`src/rtl/tcio_pkg.sv`:
```
// Summary of operation
// - High select: B field 7-4, A field 3-0.
// - Low select: D field 7-4, C field 3-0.
// - Code 0000: compare, pin disabled, reset value.
// - 0001-0011: start low; match drives 0/1/toggle.
// - 0100 disabled init 1; 0101-0111 start high.
// - Code 1000: capture on pin rising edge.
// - Code 1001: capture on pin falling edge.
// - 101x both edges; 11xx channel 1 count.
// - Buffer B on: D field ignored, inert.
// - Buffer A on: C field ignored, inert.
// - Selects clear on power-on reset, standby.
package tcio_pkg;

    // Register offsets on the plain register port.
    localparam logic [3:0] OFS_SEL_HIGH = 4'h0;
    localparam logic [3:0] OFS_SEL_LOW  = 4'h1;
    localparam logic [3:0] OFS_GR_A     = 4'h2;
    localparam logic [3:0] OFS_GR_B     = 4'h3;
    localparam logic [3:0] OFS_GR_C     = 4'h4;
    localparam logic [3:0] OFS_GR_D     = 4'h5;
    localparam logic [3:0] OFS_STATUS   = 4'h6;

    // Field layout inside the two select registers.
    localparam int         FIELD_W      = 4;
    localparam int         FIELD_HI_LSB = 4;
    localparam int         FIELD_LO_LSB = 0;

    // Values after reset.
    localparam logic [7:0]  SEL_RESET   = 8'h00;
    localparam logic [3:0]  FIELD_RESET = 4'h0;
    localparam logic [15:0] GR_RESET    = 16'hffff;
    localparam logic [15:0] DATA_RESET  = 16'h0000;

    // Bit meanings inside one function field.
    localparam int         CAP_BIT      = 3;
    localparam int         INIT_BIT     = 2;
    localparam int         SRC_BIT      = 2;
    localparam logic [1:0] ACT_NONE     = 2'b00;
    localparam logic [1:0] ACT_LOW      = 2'b01;
    localparam logic [1:0] ACT_HIGH     = 2'b10;
    localparam logic [1:0] ACT_TOGGLE   = 2'b11;
    localparam logic [1:0] EDGE_RISE    = 2'b00;
    localparam logic [1:0] EDGE_FALL    = 2'b01;
    localparam logic [1:0] EDGE_BOTH_A  = 2'b10;
    localparam logic [1:0] EDGE_BOTH_B  = 2'b11;

    // Status register layout.
    localparam int         ST_OE_LSB    = 0;
    localparam int         ST_LVL_LSB   = 4;
    localparam int         ST_CAP_LSB   = 8;

    typedef enum logic [0:0] {
        KIND_COMPARE = 1'b0,
        KIND_CAPTURE = 1'b1
    } tcio_kind_t;

    // Top bit of a field splits compare codes from capture codes.
    function automatic tcio_kind_t field_kind(input logic [3:0] code);
        field_kind = code[CAP_BIT] ? KIND_CAPTURE : KIND_COMPARE;
    endfunction

endpackage

```
`src/rtl/tcio_ch_if.sv`:
```
`timescale 1ns/100ps
// Signals between the control top and one general-register unit.
interface tcio_ch_if #(
    parameter int CNT_W = 16
);
    logic [3:0]       field;
    logic             field_load;
    logic             buffer_off;
    logic [CNT_W-1:0] gr;
    logic [CNT_W-1:0] count;
    logic             ch1_step;
    logic             pin_in;
    logic             pin_level;
    logic             pin_oe;
    logic             match_pulse;
    logic             cap_strobe;
    logic [CNT_W-1:0] cap_value;

    modport ctrl (
        output field, field_load, buffer_off, gr, count, ch1_step, pin_in,
        input  pin_level, pin_oe, match_pulse, cap_strobe, cap_value
    );
    modport unit (
        input  field, field_load, buffer_off, gr, count, ch1_step, pin_in,
        output pin_level, pin_oe, match_pulse, cap_strobe, cap_value
    );
endinterface

```
`src/rtl/tcio_top.sv`:
```
`timescale 1ns/100ps
// Channel 0 register-function control for general registers A to D.
// Index 0..3 of every vector is register A, B, C, D in that order.
module tcio_top #(
    parameter int CNT_W = 16
) (
    input  logic             clock,
    input  logic             rst,
    input  logic             standby,
    input  logic [3:0]       reg_addr,
    input  logic [15:0]      reg_wdata,
    input  logic             reg_write,
    input  logic             reg_read,
    output logic [15:0]      reg_rdata,
    input  logic [CNT_W-1:0] ch0_count,
    input  logic             ch1_count_step,
    input  logic             buffer_a_enable,
    input  logic             buffer_b_enable,
    input  logic [3:0]       ch0_pin_in,
    output logic [3:0]       ch0_pin_out,
    output logic [3:0]       ch0_pin_oe,
    output logic [3:0]       match_pulse,
    output logic [3:0]       capture_pulse
);
    localparam int NUM_GR = 4;

    ////////////////////////////////////////////////////////////////////////////////
    // Elaboration checks.

    // The register port carries 16 bits, so a wider counter could not be read back.
    if (CNT_W < 2 || CNT_W > 16)
    begin : g_bad_width
        $error("tcio_top: CNT_W must lie between 2 and 16.");
    end

    ////////////////////////////////////////////////////////////////////////////////
    // Declarations.

    logic [7:0]       ch0_io_select_high;
    logic [7:0]       ch0_io_select_low;
    logic [7:0]       next_select_high;
    logic [7:0]       next_select_low;
    logic [CNT_W-1:0] gr       [NUM_GR];
    logic [CNT_W-1:0] next_gr  [NUM_GR];
    logic [15:0]      next_rdata;
    logic [3:0]       fields   [NUM_GR];
    logic [NUM_GR-1:0] field_load;
    logic [NUM_GR-1:0] buffered;
    logic [NUM_GR-1:0] lvl;
    logic [NUM_GR-1:0] oe;
    logic [NUM_GR-1:0] cap_mode;
    logic [NUM_GR-1:0] next_field_load;
    logic [NUM_GR-1:0] field_load_q;
    logic [15:0]      status_word;
    logic [CNT_W-1:0] cap_word [NUM_GR];

    tcio_ch_if #(.CNT_W(CNT_W)) chan [NUM_GR] ();

    ////////////////////////////////////////////////////////////////////////////////
    // Decode helpers.

    // True when the strobe addresses the given offset.
    function automatic logic hit(input logic strobe,
                                 input logic [3:0] addr,
                                 input logic [3:0] ofs);
        hit = strobe && (addr == ofs);
    endfunction

    // Offset of general register A..D by index.
    function automatic logic [3:0] gr_offset(input int idx);
        unique case (idx)
            0:       gr_offset = tcio_pkg::OFS_GR_A;
            1:       gr_offset = tcio_pkg::OFS_GR_B;
            2:       gr_offset = tcio_pkg::OFS_GR_C;
            default: gr_offset = tcio_pkg::OFS_GR_D;
        endcase
    endfunction

    ////////////////////////////////////////////////////////////////////////////////
    // Field routing.

    // High select holds A in the low nibble and B in the high nibble.
    assign fields[0] = ch0_io_select_high[tcio_pkg::FIELD_LO_LSB +: tcio_pkg::FIELD_W];
    assign fields[1] = ch0_io_select_high[tcio_pkg::FIELD_HI_LSB +: tcio_pkg::FIELD_W];
    // Low select holds C in the low nibble and D in the high nibble.
    assign fields[2] = ch0_io_select_low[tcio_pkg::FIELD_LO_LSB +: tcio_pkg::FIELD_W];
    assign fields[3] = ch0_io_select_low[tcio_pkg::FIELD_HI_LSB +: tcio_pkg::FIELD_W];

    // Buffer mode takes C and D out of service; A and B never are.
    assign buffered[0] = 1'b0;
    assign buffered[1] = 1'b0;
    assign buffered[2] = buffer_a_enable;
    assign buffered[3] = buffer_b_enable;

    ////////////////////////////////////////////////////////////////////////////////
    // Select registers.

    // Standby clears the selects like power-on reset; no other reset touches them.
    always_comb
    begin
        next_select_high = ch0_io_select_high;
        next_select_low  = ch0_io_select_low;
        next_field_load  = '0;
        if (standby)
        begin
            next_select_high = tcio_pkg::SEL_RESET;
            next_select_low  = tcio_pkg::SEL_RESET;
            next_field_load  = '1;
        end
        else
        begin
            if (hit(reg_write, reg_addr, tcio_pkg::OFS_SEL_HIGH))
            begin
                next_select_high = reg_wdata[7:0];
                next_field_load[0] = 1'b1;
                next_field_load[1] = 1'b1;
            end
            if (hit(reg_write, reg_addr, tcio_pkg::OFS_SEL_LOW))
            begin
                next_select_low = reg_wdata[7:0];
                next_field_load[2] = 1'b1;
                next_field_load[3] = 1'b1;
            end
        end
    end

    // Reset gives code 0000 in every field.
    always_ff @(posedge clock)
    begin
        if (rst)
        begin
            ch0_io_select_high <= tcio_pkg::SEL_RESET;
            ch0_io_select_low  <= tcio_pkg::SEL_RESET;
            field_load_q       <= '1;
        end
        else
        begin
            ch0_io_select_high <= next_select_high;
            ch0_io_select_low  <= next_select_low;
            field_load_q       <= next_field_load;
        end
    end

    // The load strobe is registered in the same cycle as the new field, so units see both together.
    assign field_load = field_load_q;

    ////////////////////////////////////////////////////////////////////////////////
    // General registers.

    // A capture beats a software write landing in the same cycle.
    always_comb
    begin
        for (int i = 0; i < NUM_GR; i++)
        begin
            next_gr[i] = gr[i];
            if (hit(reg_write, reg_addr, gr_offset(i)))
                next_gr[i] = reg_wdata[CNT_W-1:0];
            if (capture_pulse[i])
                next_gr[i] = cap_word[i];
        end
    end

    always_ff @(posedge clock)
    begin
        for (int i = 0; i < NUM_GR; i++)
        begin
            if (rst)
                gr[i] <= tcio_pkg::GR_RESET[CNT_W-1:0];
            else
                gr[i] <= next_gr[i];
        end
    end

    ////////////////////////////////////////////////////////////////////////////////
    // Per-register units.

    for (genvar g = 0; g < NUM_GR; g++)
    begin : g_unit
        assign chan[g].field      = fields[g];
        assign chan[g].field_load = field_load[g];
        assign chan[g].buffer_off = buffered[g];
        assign chan[g].gr         = gr[g];
        assign chan[g].count      = ch0_count;
        assign chan[g].ch1_step   = ch1_count_step;
        assign chan[g].pin_in     = ch0_pin_in[g];
        assign lvl[g]             = chan[g].pin_level;
        assign oe[g]              = chan[g].pin_oe;
        assign match_pulse[g]     = chan[g].match_pulse;
        assign capture_pulse[g]   = chan[g].cap_strobe;
        assign cap_word[g]        = chan[g].cap_value;
        assign cap_mode[g]        = (tcio_pkg::field_kind(fields[g]) == tcio_pkg::KIND_CAPTURE)
                                  && !buffered[g];

        tcio_gr_unit #(
            .CNT_W (CNT_W)
        ) u_unit (
            .clock (clock),
            .rst   (rst),
            .ch    (chan[g])
        );
    end

    // Pins show the unit levels whether or not the unit drives them; the enables go out alongside.
    assign ch0_pin_out = lvl;
    assign ch0_pin_oe  = oe;

    ////////////////////////////////////////////////////////////////////////////////
    // Read port.

    // Status: enables, levels and which registers are capturing.
    always_comb
    begin
        status_word = '0;
        status_word[tcio_pkg::ST_OE_LSB  +: NUM_GR] = oe;
        status_word[tcio_pkg::ST_LVL_LSB +: NUM_GR] = lvl;
        status_word[tcio_pkg::ST_CAP_LSB +: NUM_GR] = cap_mode;
    end

    // Read data stands for one cycle only; unmapped offsets read zero.
    always_comb
    begin
        next_rdata = tcio_pkg::DATA_RESET;
        if (reg_read)
        begin
            unique case (reg_addr)
                tcio_pkg::OFS_SEL_HIGH: next_rdata = {8'h00, ch0_io_select_high};
                tcio_pkg::OFS_SEL_LOW:  next_rdata = {8'h00, ch0_io_select_low};
                tcio_pkg::OFS_GR_A:     next_rdata = 16'(gr[0]);
                tcio_pkg::OFS_GR_B:     next_rdata = 16'(gr[1]);
                tcio_pkg::OFS_GR_C:     next_rdata = 16'(gr[2]);
                tcio_pkg::OFS_GR_D:     next_rdata = 16'(gr[3]);
                tcio_pkg::OFS_STATUS:   next_rdata = status_word;
                default:                next_rdata = tcio_pkg::DATA_RESET;
            endcase
        end
    end

    always_ff @(posedge clock)
    begin
        if (rst)
            reg_rdata <= tcio_pkg::DATA_RESET;
        else
            reg_rdata <= next_rdata;
    end
endmodule

```
`src/rtl/tcio_edge.sv`:
```
`timescale 1ns/100ps
// Edge detector on a pin that is already synchronous to the clock.
module tcio_edge (
    input  logic clock,
    input  logic rst,
    input  logic pin_in,
    output logic rise,
    output logic fall
);
    logic prev;
    logic next_prev;

    // The previous sample follows the pin during reset, so no false edge comes after it.
    always_comb
    begin
        next_prev = pin_in;
    end

    always_ff @(posedge clock)
    begin
        if (rst)
            prev <= pin_in;
        else
            prev <= next_prev;
    end

    // Edges are decoded from the current and previous sample.
    assign rise = pin_in & ~prev;
    assign fall = ~pin_in & prev;
endmodule

```
`src/rtl/tcio_gr_unit.sv`:
```
`timescale 1ns/100ps
// Compare and capture logic for one general register.
module tcio_gr_unit #(
    parameter int CNT_W = 16
) (
    input  logic    clock,
    input  logic    rst,
    tcio_ch_if.unit ch
);
    logic [3:0]              eff;
    tcio_pkg::tcio_kind_t    kind;
    logic                    rise;
    logic                    fall;
    logic                    match;
    logic                    cap_event;
    logic [CNT_W-1:0]        prev_count;
    logic [CNT_W-1:0]        next_prev_count;
    logic                    next_level;
    logic                    next_oe;
    logic                    next_match;
    logic                    next_cap;
    logic [CNT_W-1:0]        next_cap_value;

    tcio_edge u_edge (
        .clock  (clock),
        .rst    (rst),
        .pin_in (ch.pin_in),
        .rise   (rise),
        .fall   (fall)
    );

    // A buffered register sees the reset code in its field and raises no match pulse.
    always_comb
    begin
        eff  = ch.buffer_off ? tcio_pkg::FIELD_RESET : ch.field;
        kind = tcio_pkg::field_kind(eff);
        // Match only on arrival at the value, so a stopped counter toggles once.
        match = (kind == tcio_pkg::KIND_COMPARE) && !ch.buffer_off
              && (ch.count == ch.gr) && (ch.count != prev_count);
        cap_event = 1'b0;
        if (kind == tcio_pkg::KIND_CAPTURE)
        begin
            if (eff[tcio_pkg::SRC_BIT])
                cap_event = ch1_step_q(ch.ch1_step);
            else
            begin
                unique case (eff[1:0])
                    tcio_pkg::EDGE_RISE:   cap_event = rise;
                    tcio_pkg::EDGE_FALL:   cap_event = fall;
                    tcio_pkg::EDGE_BOTH_A: cap_event = rise | fall;
                    tcio_pkg::EDGE_BOTH_B: cap_event = rise | fall;
                endcase
            end
        end
    end

    function automatic logic ch1_step_q(input logic step);
        ch1_step_q = step;
    endfunction

    // Pin level: a field write loads the initial level, a match acts on it.
    always_comb
    begin
        next_level = ch.pin_level;
        if (ch.field_load)
            next_level = (kind == tcio_pkg::KIND_COMPARE) && eff[tcio_pkg::INIT_BIT];
        else if (match)
        begin
            unique case (eff[1:0])
                tcio_pkg::ACT_NONE:   next_level = ch.pin_level;
                tcio_pkg::ACT_LOW:    next_level = 1'b0;
                tcio_pkg::ACT_HIGH:   next_level = 1'b1;
                tcio_pkg::ACT_TOGGLE: next_level = ~ch.pin_level;
            endcase
        end
        next_oe = (kind == tcio_pkg::KIND_COMPARE) && (eff[1:0] != tcio_pkg::ACT_NONE);
        next_match      = match;
        next_cap        = cap_event;
        next_cap_value  = cap_event ? ch.count : ch.cap_value;
        next_prev_count = ch.count;
    end

    always_ff @(posedge clock)
    begin
        if (rst)
        begin
            ch.pin_level   <= 1'b0;
            ch.pin_oe      <= 1'b0;
            ch.match_pulse <= 1'b0;
            ch.cap_strobe  <= 1'b0;
            ch.cap_value   <= tcio_pkg::DATA_RESET[CNT_W-1:0];
            prev_count     <= tcio_pkg::DATA_RESET[CNT_W-1:0];
        end
        else
        begin
            ch.pin_level   <= next_level;
            ch.pin_oe      <= next_oe;
            ch.match_pulse <= next_match;
            ch.cap_strobe  <= next_cap;
            ch.cap_value   <= next_cap_value;
            prev_count     <= next_prev_count;
        end
    end
endmodule

```
`config.mk`:
```
export PLATFORM = sky130hd
export DESIGN_NAME = tcio_top
export DESIGN_NICKNAME = d
export VERILOG_FILES = /design/src/rtl/tcio_pkg.sv /design/src/rtl/tcio_ch_if.sv /design/src/rtl/tcio_top.sv /design/src/rtl/tcio_edge.sv /design/src/rtl/tcio_gr_unit.sv
export SDC_FILE = /design/constraint.sdc
export NUM_CORES = 1
export LEC_CHECK = 0
export BUFFER_PORTS_ARGS = -buffer_cell sky130_fd_sc_hd__buf_2
export CELL_PAD_IN_SITES_DETAIL_PLACEMENT = 1
export CELL_PAD_IN_SITES_GLOBAL_PLACEMENT = 1
export CORE_AREA = 8 8 157 159
export CTS_BUF_LIST = sky130_fd_sc_hd__clkbuf_8
export DETAILED_ROUTE_END_ITERATION = 12
export DIE_AREA = 0 0 165 167
export HOLD_SLACK_MARGIN = 0.03
export PLACE_DENSITY = 0.85
export SYNTH_ARGS = -nofsm -noshare
export SYNTH_HDL_FRONTEND = slang
export SYNTH_SLANG_ARGS = --single-unit
```
`constraint.sdc`:
```
create_clock -name clock -period 2.3 [get_ports clock]
set_input_delay 0.345 -clock clock [delete_from_list [all_inputs] [get_ports clock]]
set_output_delay 0.345 -clock clock [all_outputs]
set_load 0.02 [all_outputs]
```
==> results of run 1 <==
logic make-up after synthesis:
logic type | after synthesis | synth area share
adders and majority gates | 8 | 0.0103
muxes | 162 | 0.167
AOI/OAI and AO/OA | 133 | 0.0844
DFF | 198 | 0.406
buffers and inverters | 123 | 0.0657
and+or+nand+nor | 347 | 0.194
xor gates and xnor gates | 80 | 0.0718
state kept, by name (all words and copies together) (netlist names):
name,cells
ch0_io_select_low,8
field_load,2
g_unit.u_unit.ch.pin_level,4
g_unit.u_unit.ch.cap_value,64
gr,64
g_unit.u_unit.ch.match_pulse,4
reg_rdata,16
g_unit.u_unit.u_edge.prev,4
g_unit.u_unit.prev_count,16
g_unit.u_unit.ch.pin_oe,4
ch0_io_select_high,8
g_unit.u_unit.ch.cap_strobe,4
cell type report:
type | count | area [um2]
fillers | 2574 | 11500
multi-input cells | 730 | 5160
flip-flops and latches | 198 | 3960
repair buffers | 117 | 768
well taps | 285 | 357
clock buffers | 17 | 234
inverters | 29 | 109
clock inverters | 15 | 108
power breakdown:
group / switching [W] / total [W] / internal (W)
clock network: 0.00134 / 0.00210 / 0.000757
logic: 0.000381 / 0.000622 / 0.000240
registers: 0.0000391 / 0.00351 / 0.00347
total: 0.00176 / 0.00623 / 0.00447
worst max-delay path, delay by kind of cell:
| family | cells | cell delay [ns] |
|---|---|---|
| buffers and inverters | 4 | 0.93 |
| muxes | 2 | 0.48 |
| AOI/OAI and AO/OA | 2 | 0.30 |
| adders and majority gates | 1 | 0.18 |
| and+or+nand+nor | 1 | 0.06 |
how the worst min path moves through the flow:
| stage | start | endpoint | slack, ns | cells after the start |
|---|---|---|---|---|
| floorplan | ch0_pin_in[0] | g_unit[0].u_unit.u_edge.prev | 0.37 | 0 |
| global placement | g_unit[2].u_unit.ch.cap_value[0] | g_unit[2].u_unit.ch.cap_value[0] | 0.46 | 2 |
| detailed placement | g_unit[2].u_unit.ch.cap_value[10] | g_unit[2].u_unit.ch.cap_value[10] | 0.47 | 2 |
| CTS | standby | field_load[1] | 0.06 | 3 |
| global route | standby | field_load[1] | 0.08 | 3 |
| finish | standby | field_load[1] | 0.09 | 3 |
synthesized netlist by cell type, types with 6 or more instances:
library cell	instances	area, um2
dfxtp_1	198	3960
mux2i_1	153	1530
nand2b_1	113	707
nand2_1	99	372
nor2_1	61	229
xnor2_1	54	473
o21ai_0	50	250
buf_2	32	160
clkbuf_1	28	105
inv_1	28	105
xor2_1	26	228
buf_4	25	188
o21ai_1	25	125
a21oi_1	15	75.1
a222oi_1	14	140
nand4_1	11	68.8
nor2b_1	11	68.8
nand3_1	9	45.0
ha_1	8	100
a22oi_1	7	52.6
nand3b_1	7	52.6
nor3_1	7	35.0
buf_6	6	67.6
per-layer routing:
| layer | share of wire | global-route usage |
|---|---|---|
| met1 | 0.43 | 0.307 |
| met2 | 0.45 | 0.370 |
| met3 | 0.077 | 0.0528 |
| met4 | 0.038 | 0.105 |
| met5 | 0.00083 | 0 |
what timing repair did:
| action | 4_1_cts | 5_1_grt |
|---|---|---|
| gates resized for setup | 0 | 0 |
| endpoints found under the hold margin | 4 | 0 |
| hold buffers | 4 | 0 |
stage by stage:
stage | instance area (um2) | hold WS [ns] | setup slack (ns) | cells | total power (W)
finish | 10700 | 0.0871 | 0.346 | 1391 | 0.00623
global route | 10700 | 0.0757 | 0.205 | 1391 | 0.00643
CTS | 10700 | 0.0595 | 0.371 | 1391 | 0.00625
detailed placement | 10300 | 0.468 | 0.233 | 1355 | 0.00419
global placement | 10300 | 0.457 | 0.235 | 1355 | 0.00417
floorplan | 9750 | 0.373 | 0.543 | 1051 | 0.00397
==> reports/qor.csv, run 1 <==
stage,metric,value,unit
run_status,outcome,finished clean,
die,start_util,0.439,
die,die_h,167,um
synth,synth_edf_count,0,
cells_and_area,nNetsFinal,1149,
timing,fin_tns_setup,0,ns
place,portBuffers,79,
timing,slew_headroom,0.625,
drt,drt_iter0_drc,758,
die,die_w,165,um
drt,drt-total-wl,32.6,mm
cells_and_area,final_cell_mix,"198 x dfxtp_1, 153 x mux2i_1, 113 x nand2b_1, 99 x nand2_1, 78 x buf_2",
drt,wire_per_inst,23.4,um
worst_setup_path,cp_slowest_cell,dlygate4sd3_1,
worst_setup_path,reg2reg_from,ch0_io_select_low[4],
drt,vias_per_cell,5.69,
cells_and_area,area_growth_syn_to_layout,9.74,%
timing,tightest_slew,0.561,ns
worst_setup_path,rr_worst_depth,6,
drt,dr.pass1.iters,6,
timing,hold_violations,0,
global_routing,antenna_found_initial,2,
timing,min_period,1.95,ns
worst_hold_path,hp-class,in -> reg,
synth,ys_seq_area_frac,0.406,
clock_tree,h-tree-depth,4,
pwr,p_per_area,582,nW/um2
job,cap_viol_max_count,0,
clock_tree,clk_pin_slew_worst_paths,0.10,ns
worst_setup_path,crit_required,2.66,ns
timing,maxSlewViolCount,0,
worst_setup_path,crit_chain,dlygate4sd3_1 > buf_2 > inv_1 > ha_1 > mux2_1 > o211ai_1 > a21boi_2 > buf_4 > mux2i_1 > nor2_1,
synth,ys.flop_type,dfxtp_1,
synth,synth_warnings,0,
clock_tree,post_cts_buffers,0,
worst_setup_path,worstReg2RegEnd,g_unit[3].u_unit.ch.cap_value[10],
synth,syn_area,9750,um2
synth,synthArstFlopShare,0,
drt,drcViolationCount,0,
timing,fmax,512,MHz
synth,ys_ff_latch,198,
worst_setup_path,r2r_slack,0.48,ns
cells_and_area,diodes,0,
die,core_area,22200,um2
clock_tree,cts_num_sinks,198,
pwr,leakagePower,4.03,nW
worst_setup_path,worst_ep_arrival_time,2.32,ns
clock_tree,cts_buffers,17,
timing,rsz0062_at_grt,no,
worst_setup_path,critPathMaxFanout,17,
clock_tree,root_buffer,clkbuf_8,
clock_tree,cts_tree,done,
cells_and_area,finish.utilization,0.482,
global_routing,grt_pass1_vias,8172,
die,dieArea,27600,um2
place,place_hpwl,23.9,mm
global_routing,grt_usage,0.238,
worst_setup_path,cp-endpoint,g_unit[0].u_unit.ch.cap_value[10],
worst_setup_path,cp-startpoint,ch0_pin_in[0],
worst_setup_path,critPathKind,in -> reg,
drt,antenna_left,0,
place,gp_congestion,0.963,
global_routing,grt_overflow_total,0,
clock_tree,clock_latency,0.48,ns
die,io_pins,80,
clock_tree,cts_buffer_depth,2,
global_routing,grt_pass1_wl,49.8,mm
drt,num_vias,7919,
timing,setup_viol,0,
synth,synth_cell_types,52,
worst_setup_path,critPathCaptureType,flip-flop,
synth,synth.avg_cell_area,9.28,um2
timing,skew,0.00666,ns
global_routing,grt_max_degree,64,
synth,synthCells,1051,
worst_setup_path,cpPeakStageDelay,0.52,ns
timing,post-route-period-util,0.850,
cells_and_area,drive_above_1_share,0.153,
pwr,ir_drop,352,uV
worst_setup_path,cp-start-kind,primary input,
die,rows,55,
cells_and_area,final_common_cell,dfxtp_1,
synth,synth.net_count,1107,
No activity file was read; power rests on OpenSTA's default activity.
==> inputs of run 2 (changes only) <==
- clock period: 2.3 -> 1.8 ns (I/O delays scaled with it)
==> run 2 against run 1 <==
  * The run now ends with negative setup slack left
  * Non-clock buffer count increased by 64
  * Total power increased by 35%
  * Largest power group unchanged
  * Global-route usage is 0.85 points higher
  * Final area rose by 7.9%
  * Critical path type is now reg -> reg
  * Wire length up 8.6%
  * Clock power up 44%
  * Via count is 5.1% higher
  * Combinational power up 49%
  * Sequential cell count did not move
  * Sequential share of layout area shrank 2.6 points
  * Register-to-register slack worse by 0.48 ns
  * Cell count grew 4.6%
==> reports/qor.csv, run 2 (same netlist as run 1, synthesis figures left out) <==
stage,metric,value,unit
run_status,outcome,"complete, but fails checks",
run_status,violations,negative setup slack,
cells_and_area,fillers,2523,
timing,rsz0062_at_grt,yes,
timing,min_period,1.80,ns
place,placed_cell_area,10800,um2
timing,hold_violations,0,
timing,fmax,554,MHz
clock_tree,cts_num_sinks,198,
place,gp_congestion,0.929,
cells_and_area,final_cell_mix,"194 x dfxtp_1, 153 x mux2i_1, 113 x nand2b_1, 99 x nand2_1",
global_routing,grt_max_degree,81,
pwr,p_switching,0.00232,W
timing,fin_tns_setup,-0.00416,ns
global_routing,grt_overflow_total,0,
clock_tree,root_buffer,clkbuf_8,
global_routing,antenna_found_initial,0,
pwr,finalPower,0.00843,W
cells_and_area,stdcell_count,1455,
worst_setup_path,critPathMaxFanout,3,
drt,vias_per_cell,5.72,
timing,slew_headroom,0.704,
cells_and_area,drive_above_1_share,0.207,
timing,skew,0.0127,ns
die,die_w,165,um
clock_tree,h-tree-depth,4,
worst_setup_path,cp-start-kind,flip-flop,
timing,fin_ws,-0.00416,ns
drt,drt_iter0_drc,836,
pwr,power.share.switching,0.275,
timing,whs,0.0548,ns
drt,drt-total-wl,35.4,mm
pwr,seqPwrFrac,0.532,
clock_tree,clk_pin_slew_worst_paths,0.10,ns
cells_and_area,nNetsFinal,1213,
cells_and_area,final_common_cell,dfxtp_1,
worst_setup_path,r2r_slack,-0.004,ns
drt,wire_per_inst,24.3,um
die,rows,55,
cells_and_area,fin_area,11500,um2
pwr,power.share.clock,0.358,
place,placedCellCount,1411,
worst_setup_path,cp_slowest_cell,dfxtp_1,
timing,maxSlewViolCount,0,
die,die_h,167,um
drt,antenna_left,0,
pwr,combPwrFrac,0.110,
clock_tree,cts_buffers,17,
pwr,ir_drop,509,uV
timing,tightest_slew,0.444,ns
worst_setup_path,crit_chain,xnor2_1 > nand4_1 > nor3_2 > a41oi_1 > mux2_1,
drt,num_vias,8321,
worst_setup_path,worst_ep_arrival_time,2.18,ns
die,core_area,22200,um2
drt,dr.pass1.iters,6,
worst_hold_path,holdPathStages,1,
cells_and_area,area_growth_syn_to_layout,18.4,%
timing,post-route-period-util,1.00,
clock_tree,cts_buffer_depth,2,
cells_and_area,reg.largest.list,"g_unit.u_unit.ch.cap_value: 64 flops, gr: 64 flops",
pwr,leakagePower,4.46,nW
place,portBuffers,79,
die,io_pins,80,
clock_tree,clock_latency,0.48,ns
worst_setup_path,crit_required,2.18,ns
die,dieArea,27600,um2
global_routing,grt_pass1_wl,51.9,mm
cells_and_area,diodes,0,
die,start_util,0.439,
clock_tree,cts_tree,done,
pwr,p_per_area,730,nW/um2
worst_setup_path,critPathKind,reg -> reg,
worst_setup_path,critPathCaptureType,flip-flop,
place,place_hpwl,25.2,mm
worst_setup_path,rr_worst_depth,5,
global_routing,grt_pass1_vias,8768,
job,cap_viol_max_count,0,
worst_hold_path,hp-class,in -> reg,
global_routing,grt_usage,0.246,
drt,drcViolationCount,0,
timing,setup_viol,1,
worst_setup_path,cpPeakStageDelay,0.36,ns
pwr,p_int,0.00611,W
[run 2: cell types whose count changed in the layout (fill, tap and decap cells not counted), moves of 3 or more]
cell / change
buf_12: +9
buf_4: +48
clkbuf_16: +5
clkinv_2: -4
dfxtp_1: -4
dfxtp_2: +3
[run 2: per-layer routing]
layer / share of wire / GRT usage / vias to the layer above
li1: - / - / 3738
met1: 0.42 / 0.307 / 4158
met2: 0.47 / 0.405 / 353
met3: 0.072 / 0.0537 / 72
met4: 0.035 / 0.0925 / 0
met5: 0 / 0 / -
[run 2: cell type report]
| type | count | area (um2) | area share |
|---|---|---|---|
| Tap cell | 285 | 357 | 0.0309 |
| Inverter | 29 | 109 | 0.00942 |
| Clock inverter | 14 | 151 | 0.0131 |
| Timing Repair Buffer | 181 | 1460 | 0.127 |
| Multi-Input combinational cell | 730 | 5250 | 0.455 |
| Clock buffer | 18 | 248 | 0.0214 |
| Sequential cell | 198 | 3970 | 0.344 |
[run 2: final timing paths]
check | start | endpoint
max | gr[1][3] | g_unit[1].u_unit.ch.pin_level
min | ch0_pin_in[3] | g_unit[3].u_unit.u_edge.prev
max reg2reg | gr[1][3] | g_unit[1].u_unit.ch.pin_level
min reg2reg | g_unit[2].u_unit.ch.cap_value[2] | g_unit[2].u_unit.ch.cap_value[2]
[run 2: critical path: cells and delay by family (launching register included)]
kind                      cells  cell delay [ns]
and+or+nand+nor               2             0.52
DFF                           1             0.36
AOI/OAI and AO/OA             1             0.17
xor gates and xnor gates      1             0.33
muxes                         1             0.33
[run 2: power by group through the flow]
stage	Sequential, W	Combinational, W	Clock [W]
after floorplan	0.00457	0.000500	0
after global placement	0.00458	0.000842	0
after detailed placement	0.00458	0.000870	0
after CTS	0.00448	0.000897	0.00302
after global routing	0.00449	0.000975	0.00322
final	0.00448	0.000926	0.00302
[run 2: per-stage QoR]
stage                util  setup WS [ns]
floorplan               -          0.118
global placement    0.488         -0.154
detailed placement  0.488         -0.154
CTS                 0.510         0.0151
global route        0.520         -0.146
finish              0.520       -0.00416
[run 2: what timing repair did]
item                                   in CTS  in global routing
gates cloned                                0                  5
setup buffers                               0                  2
pin swaps                                   3                 12
setup endpoints to repair                   2                 35
resized for setup                           7                 14
hold buffers                                6                  0
endpoints found under the hold margin       7                  0
